===== config.mk =====
export PLATFORM = sky130hd
export DESIGN_NAME = config_pin_handshake
export DESIGN_NICKNAME = d
export VERILOG_FILES = /design/src/design/cfg_pin_pkg.sv /design/src/design/pin_sync.sv /design/src/design/serial_byte_assembler.sv /design/src/design/config_pin_handshake.sv
export SDC_FILE = /design/constraint.sdc
export NUM_CORES = 1
export LEC_CHECK = 0
export ABC_AREA = 1
export BUFFER_PORTS_ARGS = -buffer_cell sky130_fd_sc_hd__buf_2
export CELL_PAD_IN_SITES_DETAIL_PLACEMENT = 0
export CELL_PAD_IN_SITES_GLOBAL_PLACEMENT = 2
export CORE_UTILIZATION = 30
export DETAILED_ROUTE_END_ITERATION = 8
export GPL_ROUTABILITY_DRIVEN = 0
export GPL_TIMING_DRIVEN = 0
export HOLD_SLACK_MARGIN = 0.15
export PLACE_DENSITY_LB_ADDON = 0.1
export SETUP_SLACK_MARGIN = 0.4
export SLEW_MARGIN = 10
export SYNTH_ARGS = -nofsm -noshare
export SYNTH_HDL_FRONTEND = slang
export SYNTH_SLANG_ARGS = --single-unit

===== constraint.sdc =====
create_clock -name ref_clk -period 5.6 [get_ports ref_clk]
set_input_delay 1.12 -clock ref_clk [delete_from_list [all_inputs] [get_ports ref_clk]]
set_output_delay 1.12 -clock ref_clk [all_outputs]
set_load 0.005 [all_outputs]

===== src/design/cfg_pin_pkg.sv =====
// Constants, states and carriers for the configuration pin logic.
// Assumes a 100 MHz ref_clk and a register bus of 32-bit words.
package cfg_pin_pkg;
   // ************************************************************
   // Timing
   // ************************************************************
   localparam int CLK_PERIOD_PS = 10000;
   localparam int AS_CLK_HALF_NS = 80;
   localparam logic [3:0] AS_HALF_CYC = 4'((AS_CLK_HALF_NS * 1000) / CLK_PERIOD_PS);
   localparam logic [3:0] INIT_CYCLES = 4'h8;
   localparam logic [5:0] AS_CMD_BITS = 6'h20;
   localparam logic [31:0] AS_READ_CMD = 32'h03000000;
   // ************************************************************
   // Registers (byte offsets)
   // ************************************************************
   localparam logic [3:0] CTRL_OFS = 4'h0;
   localparam logic [3:0] LEN_OFS = 4'h4;
   localparam logic [3:0] STATUS_OFS = 4'h8;
   localparam logic [4:0] CTRL_RESET = 5'h00;
   localparam logic [15:0] LEN_RESET = 16'h0010;
   localparam int CTRL_ACTIVE = 0;
   localparam int CTRL_USER_CLK = 1;
   localparam int CTRL_INIT_DONE = 2;
   localparam int CTRL_OE_OVR = 3;
   localparam int CTRL_CLR_OVR = 4;
   // ************************************************************
   // Types
   // ************************************************************
   typedef enum logic [2:0] {
      ST_IDLE = 3'h0,
      ST_LOAD = 3'h1,
      ST_RELEASE = 3'h2,
      ST_INIT = 3'h3,
      ST_USER = 3'h4,
      ST_ERROR = 3'h5,
      ST_SENSE = 3'h6
   } cfg_state_t;
   typedef struct packed {
      logic restart_n;
      logic chain_en_n;
      logic cfg_clk;
      logic cfg_data;
      logic done_in;
      logic status_in;
      logic user_clk;
      logic oe_pin;
      logic clr_n;
   } pin_in_t;
   typedef struct packed {
      logic valid;
      logic [7:0] data;
   } byte_t;
endpackage


===== src/design/pin_sync.sv =====
// Two-stage synchroniser for all configuration input pins.
// Assumes pins are asynchronous to ref_clk.
`timescale 1ns/1ps
module pin_sync (
   input wire logic ref_clk,
   input wire logic rst_b,
   input wire cfg_pin_pkg::pin_in_t pins_in,
   output cfg_pin_pkg::pin_in_t pins_out
);
   typedef struct packed {
      cfg_pin_pkg::pin_in_t meta;
      cfg_pin_pkg::pin_in_t sync;
   } sync_t;
   sync_t st_reg;
   sync_t st_next;
   always_comb begin
      st_next.meta = pins_in;
      st_next.sync = st_reg.meta;
   end
   always_ff @(posedge ref_clk) begin
      if (!rst_b) begin
         st_reg <= '0;
      end else begin
         st_reg <= st_next;
      end
   end
   assign pins_out = st_reg.sync;
endmodule // pin_sync


===== src/design/serial_byte_assembler.sv =====
// Gathers serial configuration bits into bytes, first bit in the LSB.
// Assumes bit_valid pulses come from the same clock domain.
`timescale 1ns/1ps
module serial_byte_assembler (
   input wire logic ref_clk,
   input wire logic rst_b,
   input wire logic clear,
   input wire logic bit_valid,
   input wire logic bit_in,
   output cfg_pin_pkg::byte_t byte_out
);
   typedef struct packed {
      logic [7:0] shift;
      logic [2:0] cnt;
      cfg_pin_pkg::byte_t out;
   } asm_t;
   asm_t st_reg;
   asm_t st_next;
   always_comb begin
      st_next = st_reg;
      st_next.out.valid = 1'b0;
      if (clear) begin
         st_next.cnt = 3'h0;
      end else if (bit_valid) begin
         // Shift right so the earliest bit ends in bit 0
         st_next.shift = {bit_in, st_reg.shift[7:1]};
         st_next.cnt = st_reg.cnt + 3'h1;
         if (st_reg.cnt == 3'h7) begin
            st_next.out.valid = 1'b1;
            st_next.out.data = {bit_in, st_reg.shift[7:1]};
         end
      end
   end
   always_ff @(posedge ref_clk) begin
      if (!rst_b) begin
         st_reg <= '0;
      end else begin
         st_reg <= st_next;
      end
   end
   assign byte_out = st_reg.out;
endmodule // serial_byte_assembler


===== src/design/config_pin_handshake.sv =====
// Configuration pin control: passive and active serial loading, completion
// and status handshakes, initialisation and user-mode overrides.
// Assumes a 100 MHz ref_clk; all pins are asynchronous and synchronised here.
//
// Contract
// - Hold completion line low until loading ends
// - Release completion after clean data, init clock
// - Completion sensed high, initialise, enter user mode
// - External low on completion delays initialisation; the code waits on it in passive mode only, active mode goes straight to init
// - Ignore completion line after initialisation
// - Device drives config clock in active mode
// - Ignore config clock after configuration
// - Drive serial read command to memory
// - Drive active-low memory select in active mode
// - Chain enable out low once configured
// - Optional user clock times initialisation
// - User-mode status low during configuration
// - User-mode status released before and after
// - Output-enable override tri-states all I/O
// - Register-clear override clears all registers
// - Restart falling resets, rising starts configuration
// - Error pulls error status line low
//
// Added by the designer: the Avalon-MM register port and the register offsets.
`timescale 1ns/1ps
module config_pin_handshake (
   input wire logic ref_clk,
   input wire logic rst_b,
   input wire logic [3:0] avs_address,
   input wire logic avs_read,
   input wire logic avs_write,
   input wire logic [31:0] avs_writedata,
   output logic [31:0] avs_readdata,
   output logic avs_waitrequest,
   input wire logic config_restart_n,
   input wire logic chain_enable_n,
   input wire logic serial_config_in,
   input wire logic config_clock_in,
   output logic config_clock_out,
   output logic config_clock_oe,
   input wire logic config_complete_flag_in,
   output logic config_complete_flag_out,
   output logic config_complete_flag_oe,
   input wire logic error_status_in,
   output logic error_status_out,
   output logic error_status_oe,
   output logic init_done_out,
   output logic init_done_oe,
   output logic active_serial_cmd_out,
   output logic flash_select_n,
   output logic chain_enable_out_n,
   input wire logic user_init_clock,
   input wire logic global_output_enable,
   input wire logic global_register_clear_n,
   output logic user_io_tristate,
   output logic user_reg_clear
);
   // ************************************************************
   // State
   // ************************************************************
   typedef struct packed {
      cfg_pin_pkg::cfg_state_t state;
      logic restart_q;
      logic clk_q;
      logic uclk_q;
      logic [3:0] div;
      logic sclk;
      logic [5:0] cmd_cnt;
      logic [31:0] cmd_sh;
      logic [15:0] byte_cnt;
      logic [7:0] xsum;
      logic [3:0] init_cnt;
      logic [4:0] ctrl;
      logic [15:0] len;
      logic err;
      logic wait_r;
      logic [31:0] rdata;
      logic clk_oe;
      logic done_oe;
      logic status_oe;
      logic cmd_out;
      logic cs_n;
      logic ceo_n;
      logic init_oe;
      logic tri_io;
      logic clr_io;
      logic bit_v;
      logic bit_d;
      logic clear_asm;
   } hs_t;
   hs_t st_reg;
   hs_t st_next;
   cfg_pin_pkg::pin_in_t pins_raw;
   cfg_pin_pkg::pin_in_t pins;
   cfg_pin_pkg::byte_t rx_byte;

   function automatic logic [31:0] reg_read(input logic [3:0] addr, input hs_t s);
      logic [31:0] v;
      v = 32'h00000000;
      case (addr)
         cfg_pin_pkg::CTRL_OFS: v = {27'h0000000, s.ctrl};
         cfg_pin_pkg::LEN_OFS: v = {16'h0000, s.len};
         cfg_pin_pkg::STATUS_OFS: v = {s.byte_cnt, 12'h000, s.err, s.state};
         default: v = 32'h00000000;
      endcase
      return v;
   endfunction

   // ************************************************************
   // Input synchronisation and byte assembly
   // ************************************************************
   always_comb begin
      pins_raw.restart_n = config_restart_n;
      pins_raw.chain_en_n = chain_enable_n;
      pins_raw.cfg_clk = config_clock_in;
      pins_raw.cfg_data = serial_config_in;
      pins_raw.done_in = config_complete_flag_in;
      pins_raw.status_in = error_status_in;
      pins_raw.user_clk = user_init_clock;
      pins_raw.oe_pin = global_output_enable;
      pins_raw.clr_n = global_register_clear_n;
   end

   pin_sync u_sync (
      .ref_clk(ref_clk),
      .rst_b(rst_b),
      .pins_in(pins_raw),
      .pins_out(pins)
   );

   serial_byte_assembler u_asm (
      .ref_clk(ref_clk),
      .rst_b(rst_b),
      .clear(st_reg.clear_asm),
      .bit_valid(st_reg.bit_v),
      .bit_in(st_reg.bit_d),
      .byte_out(rx_byte)
   );

   // ************************************************************
   // Next state
   // ************************************************************
   always_comb begin
      logic active;
      logic init_tick;
      logic last_byte;
      active = 1'b0;
      init_tick = 1'b0;
      last_byte = 1'b0;
      st_next = st_reg;
      st_next.restart_q = pins.restart_n;
      st_next.clk_q = pins.cfg_clk;
      st_next.uclk_q = pins.user_clk;
      st_next.bit_v = 1'b0;
      st_next.clear_asm = 1'b0;
      active = st_reg.ctrl[cfg_pin_pkg::CTRL_ACTIVE];
      // Internal init clock runs every cycle; the user clock only on its rising edges
      init_tick = st_reg.ctrl[cfg_pin_pkg::CTRL_USER_CLK] ? (pins.user_clk && !st_reg.uclk_q) : 1'b1;

      // Bus slave: answer one cycle after the request is seen
      st_next.wait_r = 1'b1;
      if ((avs_read || avs_write) && st_reg.wait_r) begin
         st_next.wait_r = 1'b0;
         st_next.rdata = reg_read(avs_address, st_reg);
      end
      if (avs_write && !st_reg.wait_r) begin
         case (avs_address)
            cfg_pin_pkg::CTRL_OFS: st_next.ctrl = avs_writedata[4:0];
            cfg_pin_pkg::LEN_OFS: st_next.len = avs_writedata[15:0];
            default: st_next.len = st_reg.len;
         endcase
      end

      case (st_reg.state)
         cfg_pin_pkg::ST_IDLE: begin
            if (pins.restart_n && !st_reg.restart_q && !pins.chain_en_n) begin
               st_next.state = cfg_pin_pkg::ST_LOAD;
               st_next.done_oe = 1'b1;
               st_next.init_oe = st_reg.ctrl[cfg_pin_pkg::CTRL_INIT_DONE];
               st_next.byte_cnt = 16'h0000;
               st_next.xsum = 8'h00;
               st_next.err = 1'b0;
               st_next.clear_asm = 1'b1;
               st_next.div = 4'h0;
               st_next.sclk = 1'b0;
               st_next.cmd_cnt = 6'h00;
               st_next.cmd_sh = cfg_pin_pkg::AS_READ_CMD;
               st_next.cmd_out = cfg_pin_pkg::AS_READ_CMD[31];
               st_next.clk_oe = active;
               st_next.cs_n = !active;
            end
         end
         cfg_pin_pkg::ST_LOAD: begin
            if (active) begin
               // Divider makes the memory clock; command goes out MSB first
               st_next.div = st_reg.div + 4'h1;
               if (st_reg.div == cfg_pin_pkg::AS_HALF_CYC - 4'h1) begin
                  st_next.div = 4'h0;
                  st_next.sclk = !st_reg.sclk;
                  if (!st_reg.sclk) begin
                     if (st_reg.cmd_cnt == cfg_pin_pkg::AS_CMD_BITS) begin
                        // Synchronised data is two cycles old, well inside the half period
                        st_next.bit_v = !pins.chain_en_n;
                        st_next.bit_d = pins.cfg_data;
                     end else begin
                        st_next.cmd_cnt = st_reg.cmd_cnt + 6'h01;
                     end
                  end else if (st_reg.cmd_cnt != cfg_pin_pkg::AS_CMD_BITS) begin
                     st_next.cmd_sh = {st_reg.cmd_sh[30:0], 1'b0};
                     st_next.cmd_out = st_reg.cmd_sh[30];
                  end
               end
            end else if (pins.cfg_clk && !st_reg.clk_q && !pins.chain_en_n) begin
               st_next.bit_v = 1'b1;
               st_next.bit_d = pins.cfg_data;
            end
            if (rx_byte.valid) begin
               st_next.byte_cnt = st_reg.byte_cnt + 16'h0001;
               st_next.xsum = st_reg.xsum ^ rx_byte.data;
               last_byte = (st_reg.byte_cnt + 16'h0001) == st_reg.len;
            end
            if (last_byte) begin
               // Final byte is the check byte: the whole frame must XOR to zero
               st_next.cs_n = 1'b1;
               st_next.clk_oe = 1'b0;
               st_next.sclk = 1'b0;
               if ((st_reg.xsum ^ rx_byte.data) == 8'h00) begin
                  st_next.state = cfg_pin_pkg::ST_RELEASE;
                  st_next.ceo_n = 1'b0;
               end else begin
                  st_next.state = cfg_pin_pkg::ST_ERROR;
                  st_next.err = 1'b1;
               end
            end
         end
         cfg_pin_pkg::ST_RELEASE: begin
            if (init_tick) begin
               st_next.done_oe = 1'b0;
               st_next.state = cfg_pin_pkg::ST_SENSE;
               st_next.init_cnt = 4'h0;
            end
         end
         cfg_pin_pkg::ST_SENSE: begin
            // A memory-driven load does not wait on an outside hold
            if (pins.done_in || active) begin
               st_next.state = cfg_pin_pkg::ST_INIT;
            end
         end
         cfg_pin_pkg::ST_INIT: begin
            if (init_tick) begin
               st_next.init_cnt = st_reg.init_cnt + 4'h1;
               if (st_reg.init_cnt == cfg_pin_pkg::INIT_CYCLES - 4'h1) begin
                  st_next.state = cfg_pin_pkg::ST_USER;
                  st_next.init_oe = 1'b0;
               end
            end
         end
         cfg_pin_pkg::ST_USER: begin
            st_next.state = cfg_pin_pkg::ST_USER;
         end
         cfg_pin_pkg::ST_ERROR: begin
            st_next.status_oe = 1'b1;
            st_next.cs_n = 1'b1;
            st_next.clk_oe = 1'b0;
         end
         default: st_next.state = cfg_pin_pkg::ST_IDLE;
      endcase

      // Outside hold on the error line during loading or initialisation aborts
      if (!pins.status_in && !st_reg.status_oe && (st_reg.state != cfg_pin_pkg::ST_IDLE) &&
          (st_reg.state != cfg_pin_pkg::ST_USER)) begin
         st_next.state = cfg_pin_pkg::ST_ERROR;
         st_next.err = 1'b1;
      end
      if (!pins.restart_n && st_reg.restart_q) begin
         st_next.state = cfg_pin_pkg::ST_IDLE;
         st_next.done_oe = 1'b1;
         st_next.status_oe = 1'b0;
         st_next.init_oe = 1'b0;
         st_next.ceo_n = 1'b1;
         st_next.cs_n = 1'b1;
         st_next.clk_oe = 1'b0;
         st_next.sclk = 1'b0;
      end

      // I/O held off until user mode, then the overrides apply
      st_next.tri_io = (st_next.state != cfg_pin_pkg::ST_USER) ||
         (st_reg.ctrl[cfg_pin_pkg::CTRL_OE_OVR] && !pins.oe_pin);
      st_next.clr_io = (st_next.state != cfg_pin_pkg::ST_USER) ||
         (st_reg.ctrl[cfg_pin_pkg::CTRL_CLR_OVR] && !pins.clr_n);
   end

   // ************************************************************
   // Registers
   // ************************************************************
   always_ff @(posedge ref_clk) begin
      if (!rst_b) begin
         st_reg <= '0;
         st_reg.state <= cfg_pin_pkg::ST_IDLE;
         st_reg.ctrl <= cfg_pin_pkg::CTRL_RESET;
         st_reg.len <= cfg_pin_pkg::LEN_RESET;
         st_reg.wait_r <= 1'b1;
         st_reg.done_oe <= 1'b1;
         st_reg.cs_n <= 1'b1;
         st_reg.ceo_n <= 1'b1;
         st_reg.tri_io <= 1'b1;
         st_reg.clr_io <= 1'b1;
      end else begin
         st_reg <= st_next;
      end
   end

   assign avs_readdata = st_reg.rdata;
   assign avs_waitrequest = st_reg.wait_r;
   assign config_clock_out = st_reg.sclk;
   assign config_clock_oe = st_reg.clk_oe;
   // Open-drain lines only ever drive low; their level field stays zero
   assign config_complete_flag_out = st_reg.bit_v & 1'b0;
   assign config_complete_flag_oe = st_reg.done_oe;
   assign error_status_out = st_reg.bit_v & 1'b0;
   assign error_status_oe = st_reg.status_oe;
   assign init_done_out = st_reg.bit_v & 1'b0;
   assign init_done_oe = st_reg.init_oe;
   assign active_serial_cmd_out = st_reg.cmd_out;
   assign flash_select_n = st_reg.cs_n;
   assign chain_enable_out_n = st_reg.ceo_n;
   assign user_io_tristate = st_reg.tri_io;
   assign user_reg_clear = st_reg.clr_io;
endmodule // config_pin_handshake


### Word level (Yosys, flattened, before mapping)

Index checks and enable logic that the tools add are counted.

* add/subtract/negate cells: 5
* eq/ne operators: 36
* multiplexer cells: 58
* bitwise logic cells: 4
* reductions and logical operators: 61

Operators by type and width (number)
* $pmux W67 S2: 1
* $pmux W32 S3: 1
* $mux W43: 2
* $mux W67: 1
* $mux W32: 2
* $mux W33: 1
* $mux W3: 9
* $mux W24: 1
* $ne A2 B2 Y1 const B: 12
* $ne A3 B3 Y1 const B: 7
* $pmux W3 S7: 1
* $reduce_and A3 Y1: 7
* $mux W1: 19
* $add A16 B1 Y16 const B: 1
* $eq A16 B16 Y1: 1
* $mux W2: 8
* $logic_and A1 B1 Y1: 13
* $eq A3 B3 Y1 const B: 4
* $eq A4 B3 Y1 const B: 3
* $logic_not A1 Y1: 12
* $mux W6: 2
* $reduce_and A4 Y1: 3
* $reduce_and A6 Y1: 2
* $reduce_and A2 Y1: 5
* other kinds (25): 46

* bits in registers: 181
* output and inout bits: 46
* word-level logic and storage cells: 214

### Depth between registers and ports, before layout

Gate-level depths: netlist of the first run.

* word-level depth: 10
* gate-level depth with buffers: 17

### By module

A second synthesis of the first run with hierarchy kept.

* cells, all modules: 1128
* area total of the unflattened synthesis: 8125.3 um2

By module, submodules not included
* config_pin_handshake: times used 1, cells each 971, area each 6825.3 um2, sequential area each 2842.7 um2
* serial_byte_assembler: times used 1, cells each 101, area each 770.7 um2, sequential area each 380.4 um2
* pin_sync: times used 1, cells each 56, area each 529.3 um2, sequential area each 360.3 um2

### Worst setup path after synthesis of the first run

Ideal clock, no wire load.

* kind: input -> register
* from: in avs_address[1]
* to: reg st_reg (netlist bit avs_readdata[10])
* setup time: 0.070 ns
* data arrival time: 2.201 ns
* required time: 5.530 ns
* slack: 3.329 ns
* stages: 8
* path buffers: 1
* path through: nor2_1 inv_1 nor3_1 inv_1 nor2_1 clkbuf_1 nand2_1 a21oi_1

* longest elaborated chain between the ends: 2

RTL lines
* from (decl): line config_pin_handshake.sv:29 `input wire logic [3:0] avs_address,`
* $eq A4 B4 Y1 (tied with other cells): line config_pin_handshake.sv:100 `case (addr)`
* $pmux W32 S3 *: line config_pin_handshake.sv:100
* to (signal assigned): line config_pin_handshake.sv:309 `st_reg <= st_next;`
* to (decl): line config_pin_handshake.sv:91 `hs_t st_reg;`

Every way passes the cells marked *; elsewhere a longest branch is shown, timed or not.
A chain may end at the register's enable or synchronous reset.

### Worst setup path in the final report of the first run

* from: in avs_read
* to: reg st_reg (netlist bit avs_readdata[2])

* longest elaborated chain between the ends: 2

RTL lines
* from (decl): line config_pin_handshake.sv:30 `input wire logic avs_read,`
* $logic_or A1 B1 Y1: line config_pin_handshake.sv:162 `if ((avs_read || avs_write) && st_reg.wait_r) begin`
* $logic_and A1 B1 Y1: line config_pin_handshake.sv:162

No other way between the ends.

==> results of run 1 <==
-- synthesized netlist by cell type, types with 3 or more instances --
cell	number
nand3_1	95
buf_4	36
o21ai_1	3
nand3_2	4
buf_2	5
o21ai_0	58
o221ai_1	3
ha_1	7
dfxtp_1	179
xor2_1	11
inv_1	108
nor2_1	83
nor3_1	15
nor2_4	3
inv_2	3
a21oi_1	127
buf_1	3
nand2_2	10
clkbuf_1	32
nand4_1	10
nor2_2	9
nand2_1	267
-- worst register-to-register path, stage by stage, from the launching register on --
cell     delay (ps)
dfxtp_1         450
ha_1            250
nand3_1         160
nor2_2          260
nand3_2         120
nand2_2          90
nand2_1          80
nand2_1          60
nand2_1          40
nor2_1          160
nand2_1          90
nor2_2          150
nand3_1         140
nand3_1         100
nand2_1          80
nor2_1          100
nand2_1          60
-- per-layer routing --
metal | global-route usage | vias to the layer above | wire length, um
met5 | 0 | - | 0
met4 | 0.03920 | 0 | 219
met3 | 0.03039 | 12 | 815
met2 | 0.2968 | 112 | 11000
met1 | 0.2396 | 3230 | 11260
li1 | - | 3724 | -
-- layout by cell type, fill, tap and decap left out, types with 2 or more instances in the layout --
cell	instances
a211oi_1	2
a21oi_1	127
a22oi_1	2
and2_1	2
buf_1	3
buf_2	80
buf_4	36
clkbuf_1	35
clkbuf_16	17
conb_1	3
dfxtp_1	179
ha_1	7
inv_1	108
inv_2	3
inv_6	5
inv_8	3
nand2_1	267
nand2_2	10
nand3_1	95
nand3_2	4
nand4_1	10
nor2_1	83
nor2_2	9
nor2_4	3
nor3_1	15
nor4_1	2
o211a_1	2
o21ai_0	58
o21ai_1	3
o21bai_1	2
o221ai_1	3
o22ai_1	2
or2_2	2
xor2_1	11
-- final cells by class --
class	count	area share
Sequential cell	179	0.3847
Multi-Input combinational cell	736	0.3769
Clock buffer	20	0.04688
Buffer	76	0.04580
Inverter	112	0.04540
Tap cell	335	0.04500
Timing Repair Buffer	75	0.04030
Clock inverter	12	0.01504
-- logic make-up (layout without fill, tap and decap cells) --
logic type / Yosys count / count (layout)
AND/OR/NAND/NOR: 510 / 510
AO/OA/AOI/OAI: 205 / 205
buffers and inverters: 188 / 295
flip-flops: 179 / 179
XOR/XNOR: 11 / 11
adder cells (fa/ha/maj): 7 / 7
other: 1 / 3
-- through the flow --
stage	std cells	power, uW	hold slack (ps)	worst slack, ps
finish	1545	2893	414.9	3070
global route	1545	3046	437.8	2690
CTS	1545	2944	415.5	3020
detailed placement	1513	1722	397.7	2566
global placement	1513	1724	395.2	2545
floorplan	1103	1594	390.5	3329
-- how the worst min path moves through the flow --
stage / cells past startpoint / end
global placement: 2 / u_sync.pins_out[8]
detailed placement: 2 / u_sync.pins_out[4]
global route: 2 / u_sync.pins_out[6]
finish: 2 / u_sync.pins_out[3]
floorplan: 2 / u_sync.pins_out[0]
CTS: 2 / u_sync.pins_out[4]
-- power by group --
part / switching [uW] / internal [uW]
Clock: 573 / 635
Sequential: 24.9 / 1320
Combinational: 237 / 108
Total: 835 / 2060
==> metrics, run 1 <==
CTS Hold Bufs=0; worst hold start=u_sync.st_next[3]; Synth Area in Compound Gates=0.1356; cell count after synthesis=around 1100; Vias=~7100; worst r2r src=st_reg[79]; vias in the first global route=6682; kind of cell adding the most delay to the critical path=compound AO/OA/AOI/OAI gates; CP Class=in -> reg; Synth area leaders=dfxtp_1 45%, nand2_1 13%, a21oi_1 8.0%; area delta synth->final=17.37%; Setup TNS=0 ps; Static Leak=roughly 0.0040 uW; final instance area=slightly above 9000 um^2; Slew @ Worst Pin=roughly 950 ps; 1st-pass router iterations=4; CTS Buf Count=17; die width=~160 um; CP max stage cell=o21ai_1; Synth top area share=0.4515; share of post-route cells with drive strength above 1=0.1521; die area=around 27000 um^2; fillers=a little under 3000; Post-DP Area=a little under 9000 um^2; n_diodes=0; WL per Instance=15.08 um; count of input and output buffers=75; post-synthesis sequential area ratio=0.4515; DR vias/cell=around 4.6; Period minus WS final=between 2000 and 3000 ps; Core Util, Final=0.3585; Slew HR=0.3625; initial drt markers=453; Die Span Y=164.7 um; initial antenna violation count=0; mux share of post-synthesis cell area=0; Clock H-tree levels=4; cell mode on critical path=clkbuf_1; Resize count post-CTS=0; Boundary Pins=95; first-pass GRT wire length=about 36000 um; crit-path cells=buf_2 > o21ai_1 > inv_1 > clkbuf_1 > clkbuf_1 > nand2_1 > a21oi_1; DPL Wire Length=roughly 18000 um; CTS tree=done; maximum vdd drop=about 0.00018 V; Post-Synth XOR/XNOR Area=0.01214; unrepaired setup endpoints after global routing=no; Worst path depth=7; Final setup viols=0; core area=25980 um^2; largest family of logic cells by synthesized area=simple AND/OR/NAND/NOR gates; r2r endpoint=user_reg_clear; FMAX=roughly 0.40 GHz; Register-to-Register Setup Slack=between 3000 and 4000 ps; Setup crit start=avs_read; total wire length=around 23000 um; area of the multi-input gates=approximately 3500 um^2; Avg Inst Size Synth=~7.2 um^2; setup bufs post-CTS=0; clk slew on worst S/H paths=about 70 ps; crit path max fanout=10; status=complete, no violations; Sink Count=about 180; crit path launch type=primary input; Async SR Flop Fraction=0; post-route antenna net violation count=0; Total Routing Usage GR=0.1783; max-cap violations=0; Critical Path Max Stage Delay=about 740 ps; num rows=59; Mapped Area=7936 um^2; simple-gate portion of the synthesized area=0.2822; register area=3583 um^2; Netlist cell types=44; Final Hold Violating Endpoints=0; #FFs+latches synth=about 180; Initial Util=0.3054; skew final=18.96 ps; Yosys top cell by area=dfxtp_1; data arrival time of the worst path=approximately 2800 ps; Crit. End Element=flop; Root Buffer=clkbuf_16; number of synthesized flops with an enable pin=0; worst hold path type=reg -> reg; Buf+Inv Stages, Crit Path=4; Overflow after GRT=0; DRC=0; Tcrit/Tclk final=0.4517; Longest Clk Path Bufs=2; worst endpoint required time=roughly 5900 ps; Post-Synth Adder-Cell Area=0.01104; Final nets=around 1300; Largest register FFs=slightly below 100; Syn. warnings=0; Power per Cell Area=about 310 nW/um^2; CP endpoint=avs_readdata[2]; largest net degree at the start of global routing=18; top_reg_cell synth=dfxtp_1; Worst-Skew Late Latency=between 400 and 500 ps; Final Max Tran Viols=0; cells on worst reg2reg path=16
(Power assumes the default switching activity.)
==> inputs of run 2 (changes only) <==
==> constraint.sdc (replaced) <==
create_clock -name ref_clk -period 2.2 [get_ports ref_clk]
set_input_delay 0.44 -clock ref_clk [delete_from_list [all_inputs] [get_ports ref_clk]]
set_output_delay 0.44 -clock ref_clk [all_outputs]
set_load 0.005 [all_outputs]
==> metrics, run 2 (synthesis gave the netlist of run 1 again) <==
Boundary Pins=95 (unchanged); count of input and output buffers=75 (unchanged); largest net degree at the start of global routing=19 (+1); 1st-pass router iterations=7 (+3); worst endpoint required time=2580 ps (-3310 ps); Period minus WS final=2188 ps; Slew @ Worst Pin=756.3 ps (-193.7 ps); FMAX=about 0.46 GHz; Setup TNS=0 ps (unchanged); total wire length=23820 um (+2.3%); most common cell after layout, fill and taps aside=nand2_1; CTS Buf Count=17 (unchanged); Largest register FFs=99 (unchanged); num rows=59 (unchanged); maximum vdd drop=0.0003970 V (+120%); Vias=7353 (+3.9%); die width=164.7 um (unchanged); Final Hold Violating Endpoints=0 (unchanged); worst r2r src=st_reg[80]; clk slew on worst S/H paths=80 ps (about the same); post-route antenna net violation count=0 (unchanged); Final nets=1300 (+3.8%); Worst-Skew Late Latency=440 ps (about the same); data arrival time of the worst path=2560 ps (-260 ps); Tcrit/Tclk final=0.9943; Setup crit start=st_reg[80]; max-cap violations=0 (unchanged); crit path launch type=flop; Longest Clk Path Bufs=2 (unchanged); Static Leak=0.004430 uW (+11%); CP Class=reg -> reg; area delta synth->final=32.60%; status=finished, violations left; crit path max fanout=6 (-4); DPL Wire Length=17400 um (-1.6%); DR vias/cell=4.619 (+0.82%); Power per Cell Area=765.0 nW/um^2 (+150%); Slew HR=0.4958 (+0.1334); Sink Count=179 (unchanged); CTS tree=done; most frequent cells in the layout=237 x nand2_1, 163 x dfxtp_1, 105 x inv_1; Total Routing Usage GR=0.1795 (+0.001291); initial drt markers=387 (-15%); WL per Instance=14.96 um (-0.75%); Crit. End Element=flop; Final WS setup=12.49 ps (-3058 ps); first-pass GRT wire length=37220 um (+2.3%); dpl ws=-213.7 ps (-2780 ps); vias in the first global route=6991 (+4.6%); Clock H-tree levels=4 (unchanged); worst hold path type=in -> reg; Die Span Y=164.7 um (unchanged); initial antenna violation count=0 (unchanged); Final Max Tran Viols=0 (unchanged); worst hold start=global_register_clear_n; share of post-route cells with drive strength above 1=0.2944 (+0.1423); Final setup viols=0 (unchanged); core area=25980 um^2 (unchanged); skew final=14.16 ps (-4.799 ps); fillers=2770 (-4.1%); Overflow after GRT=0 (unchanged); unrepaired setup endpoints after global routing=yes; die area=27110 um^2 (unchanged); failing checks=DRC; n_diodes=0 (unchanged); Initial Util=0.3054 (unchanged); DRC=2 (+2); Root Buffer=clkbuf_16
run 2: repair_timing:
| item | 4_1_cts | 5_1_grt |
|---|---|---|
| cloned | 0 | 2 |
| pin swaps | 21 | 28 |
| resized for setup | 78 | 140 |
| hold buffers | 0 | 0 |
| endpoints found under the setup margin | 97 | 101 |
| setup buffers | 27 | 18 |
| hold endpoints to repair | 0 | 0 |
run 2: per-stage QoR:
stage / hold WS [ps] / total power (uW) / instance area, um^2 / utilization / std cells
6_report: 185.5 / 8051 / 10520 / 0.4050 / 1592
5_1_grt: 178.9 / 8407 / 10520 / 0.4050 / 1592
4_1_cts: 164.6 / 7841 / 9848 / 0.3790 / 1572
3_5_place_dp: 396.1 / 4373 / 8770 / 0.3375 / 1513
3_3_place_gp: 395.9 / 4382 / 8770 / 0.3375 / 1513
2_1_floorplan: 390.5 / 4055 / 7975 / - / 1103
run 2: report_power, final:
| group | internal, uW | switching [uW] | total (uW) |
|---|---|---|---|
| Clock | 1770 | 1490 | 3260 |
| Combinational | 591 | 788 | 1380 |
| Sequential | 3340 | 67.7 | 3410 |
| Total | 5710 | 2340 | 8050 |
run 2: area by class of cell:
type,instances,area (um^2),area share
flip-flops and latches,179,3618,0.3438
clock buffers,18,439.2,0.04173
plain buffers,76,509.2,0.04839
repair buffers,122,809.5,0.07692
inverters,112,430.4,0.04090
clock inverters,14,183.9,0.01748
well taps,335,419.2,0.03983
multi-input cells,736,4114,0.3909
run 2: path summary, 6_finish.rpt:
check                                          end  slack [ps]  cells after the start
worst max-delay path               config_clock_oe          10                     16
worst max register to register     config_clock_oe          10                     16
worst min-delay path             u_sync.st_next[0]         190                      3
worst min register to register  u_sync.pins_out[8]         410                      2
run 2: worst max-delay path, stage by stage, from the launching register on:
cell and delay, ps:
dfxtp_4 380, ha_4 170, nand2_4 60, nor2_4 190, nand4_1 230, buf_4 210, buf_6 100, nand3_2 60
nand2_2 60, nand2_4 70, nor2_4 40, nand3_4 100, nand2_4 80, buf_12 130, nand4_1 80, nand2_1 60
nor2_1 100
run 2: layer usage:
metal / wire (um) / vias to the layer above / GRT usage
met2: 11280 / 99 / 0.2979
met4: 313 / 0 / 0.04962
met5: 0 / - / 0
met1: 11630 / 3410 / 0.2394
met3: 599 / 23 / 0.02888
li1: - / 3821 / -
==> inputs of run 3 (changes only) <==
--- a/config.mk
+++ b/config.mk
@@ -9,6 +9,7 @@
 export BUFFER_PORTS_ARGS = -buffer_cell sky130_fd_sc_hd__buf_2
 export CELL_PAD_IN_SITES_DETAIL_PLACEMENT = 0
 export CELL_PAD_IN_SITES_GLOBAL_PLACEMENT = 2
+export CORE_MARGIN = 4
 export CORE_UTILIZATION = 30
 export DETAILED_ROUTE_END_ITERATION = 8
 export GPL_ROUTABILITY_DRIVEN = 0
==> metrics, run 3 (synthesis gave the netlist of run 1 again) <==
Longest Clk Path Bufs=2 (unchanged); Register-to-Register Setup Slack=10 ps (about the same); area of the multi-input gates=4350 um^2 (+5.7%); Static Leak=0.004634 uW (+4.6%); first-pass GRT wire length=37870 um (+1.8%); worst hold path type=in -> reg; Final Hold Violating Endpoints=0 (unchanged); initial antenna violation count=0 (unchanged); Post-Place Cells=1513 (unchanged); Initial Util=0.3046 (-0.0008652); Clock H-tree levels=4 (unchanged); crit path max fanout=7 (+1); data arrival time of the worst path=2510 ps (-50 ps); Die Span Y=170.7 um (+3.6%); maximum vdd drop=0.0004425 V (+11%); initial drt markers=391 (+1.0%); total wire length=25080 um (+5.3%); Total Routing Usage GR=0.1661 (-0.01342); worst r2r src=st_reg[86]; Period minus WS final=2187 ps (-0.5660 ps); Crit. End Element=flop; crit path launch type=flop; die width=170.7 um (+3.6%); Final setup viols=0 (unchanged); Final Max Tran Viols=0 (unchanged); CTS tree=done; met3 Usage GRT=0.02495 (-0.003926); met2 Track Usage GR=0.2987 (+0.0007215); core area=26060 um^2 (+0.28%); n_diodes=0 (unchanged); CP Class=reg -> reg; unrepaired setup endpoints after global routing=yes; worst endpoint required time=2520 ps (-60 ps); post-route antenna net violation count=0 (unchanged); skew final=14.40 ps (+0.2327 ps); Slew @ Worst Pin=781.8 ps (+25.50 ps); Vias=7419 (+0.90%); Total Power=8327 uW (+3.4%); Boundary Pins=95 (unchanged); GR peak layer=met2; Sink Count=179 (unchanged); DRC=0 (-2); max-cap violations=0 (unchanged); Core Util, Final=0.4218 (+0.01676); 1st-pass router iterations=7 (unchanged); DPL Wire Length=17850 um (+2.6%); WL per Instance=15.56 um (+4.0%); Power per Cell Area=757.7 nW/um^2 (-0.96%); area delta synth->final=38.48%; Largest register FFs=99 (unchanged); Tcrit/Tclk final=0.9941 (about the same); final std cells w/o fill=1612 (+1.3%); count of input and output buffers=75 (unchanged); worst hold start=user_init_clock; vias in the first global route=7114 (+1.8%); fillers=2724 (-1.7%); Overflow after GRT=0 (unchanged); DR vias/cell=4.602 (-0.35%); most frequent cells in the layout=225 x nand2_1, 160 x dfxtp_1, 99 x inv_1; GR Util met1=0.2092 (-0.03020); CTS Hold Bufs=0 (unchanged); largest net degree at the start of global routing=18 (-1); Setup crit start=st_reg[86]; share of post-route cells with drive strength above 1=0.3422 (+0.04786); Slew HR=0.4788 (-0.01700); Final nets=1320 (+1.5%); Worst-Skew Late Latency=430 ps (about the same); clk slew on worst S/H paths=80 ps (about the same); Root Buffer=clkbuf_16; num rows=59 (unchanged); register area=3637 um^2 (+0.52%); die area=29120 um^2 (+7.4%); FMAX=0.4573 GHz (about the same); CTS Buf Count=17 (unchanged); most common cell after layout, fill and taps aside=nand2_1; status=complete, no violations
==> run 3: final timing paths <==
| kind | endpoint | cells after the start |
|---|---|---|
| min reg2reg | u_sync.pins_out[7] | 2 |
| max reg2reg | user_reg_clear | 13 |
| min | u_sync.st_next[2] | 3 |
| max | user_reg_clear | 13 |
==> run 3: area by class of cell <==
type,instances,area share
multi-input cells,736,0.3958
flip-flops and latches,179,0.3309
repair buffers,142,0.09051
plain buffers,76,0.04804
clock buffers,19,0.04121
inverters,112,0.04076
well taps,335,0.03814
clock inverters,13,0.01457
==> run 3: routing by layer <==
metal,share of wire,vias to the layer above
met3,0.029,12
met4,0.0099,0
met5,0,-
met2,0.51,93
li1,-,3867
met1,0.45,3447
==> run 3: through the flow <==
stage | area [um^2] | TNS (ps) | hold WS (ps) | setup slack [ps]
final | 10990 | 0 | 183.0 | 13.06
after global routing | 10990 | -511.3 | 176.3 | -110.6
after CTS | 9821 | -84.88 | 162.6 | -43.27
after detailed placement | 8770 | -4188 | 397.2 | -230.2
after global placement | 8770 | -6590 | 393.4 | -289.6
after floorplan | 7975 | 0 | 390.5 | 401.3
==> run 3: timing repair <==
item / 4_1_cts / 5_1_grt
setup endpoints to repair: 97 / 94
pin swaps: 23 / 73
cloned: 0 / 4
setup buffers: 28 / 35
resized for setup: 74 / 244
==> run 3: power by group <==
group / total [uW] / internal (uW) / switching (uW)
logic: 1670 / 754 / 914
registers: 3410 / 3340 / 72.3
clock network: 3250 / 1790 / 1460
total: 8330 / 5880 / 2450
==> run 3: worst max-delay path, stage by stage (launching register included) <==
cell	delay, ps
dfxtp_4	400
nand2_2	90
nor2_2	170
nand2_1	160
nor2_1	150
nand2_2	100
nand3_1	110
nand2_2	90
nor3_4	320
nand3_2	140
nand3_2	80
nand2_2	70
nor2_1	130
nand2_2	80
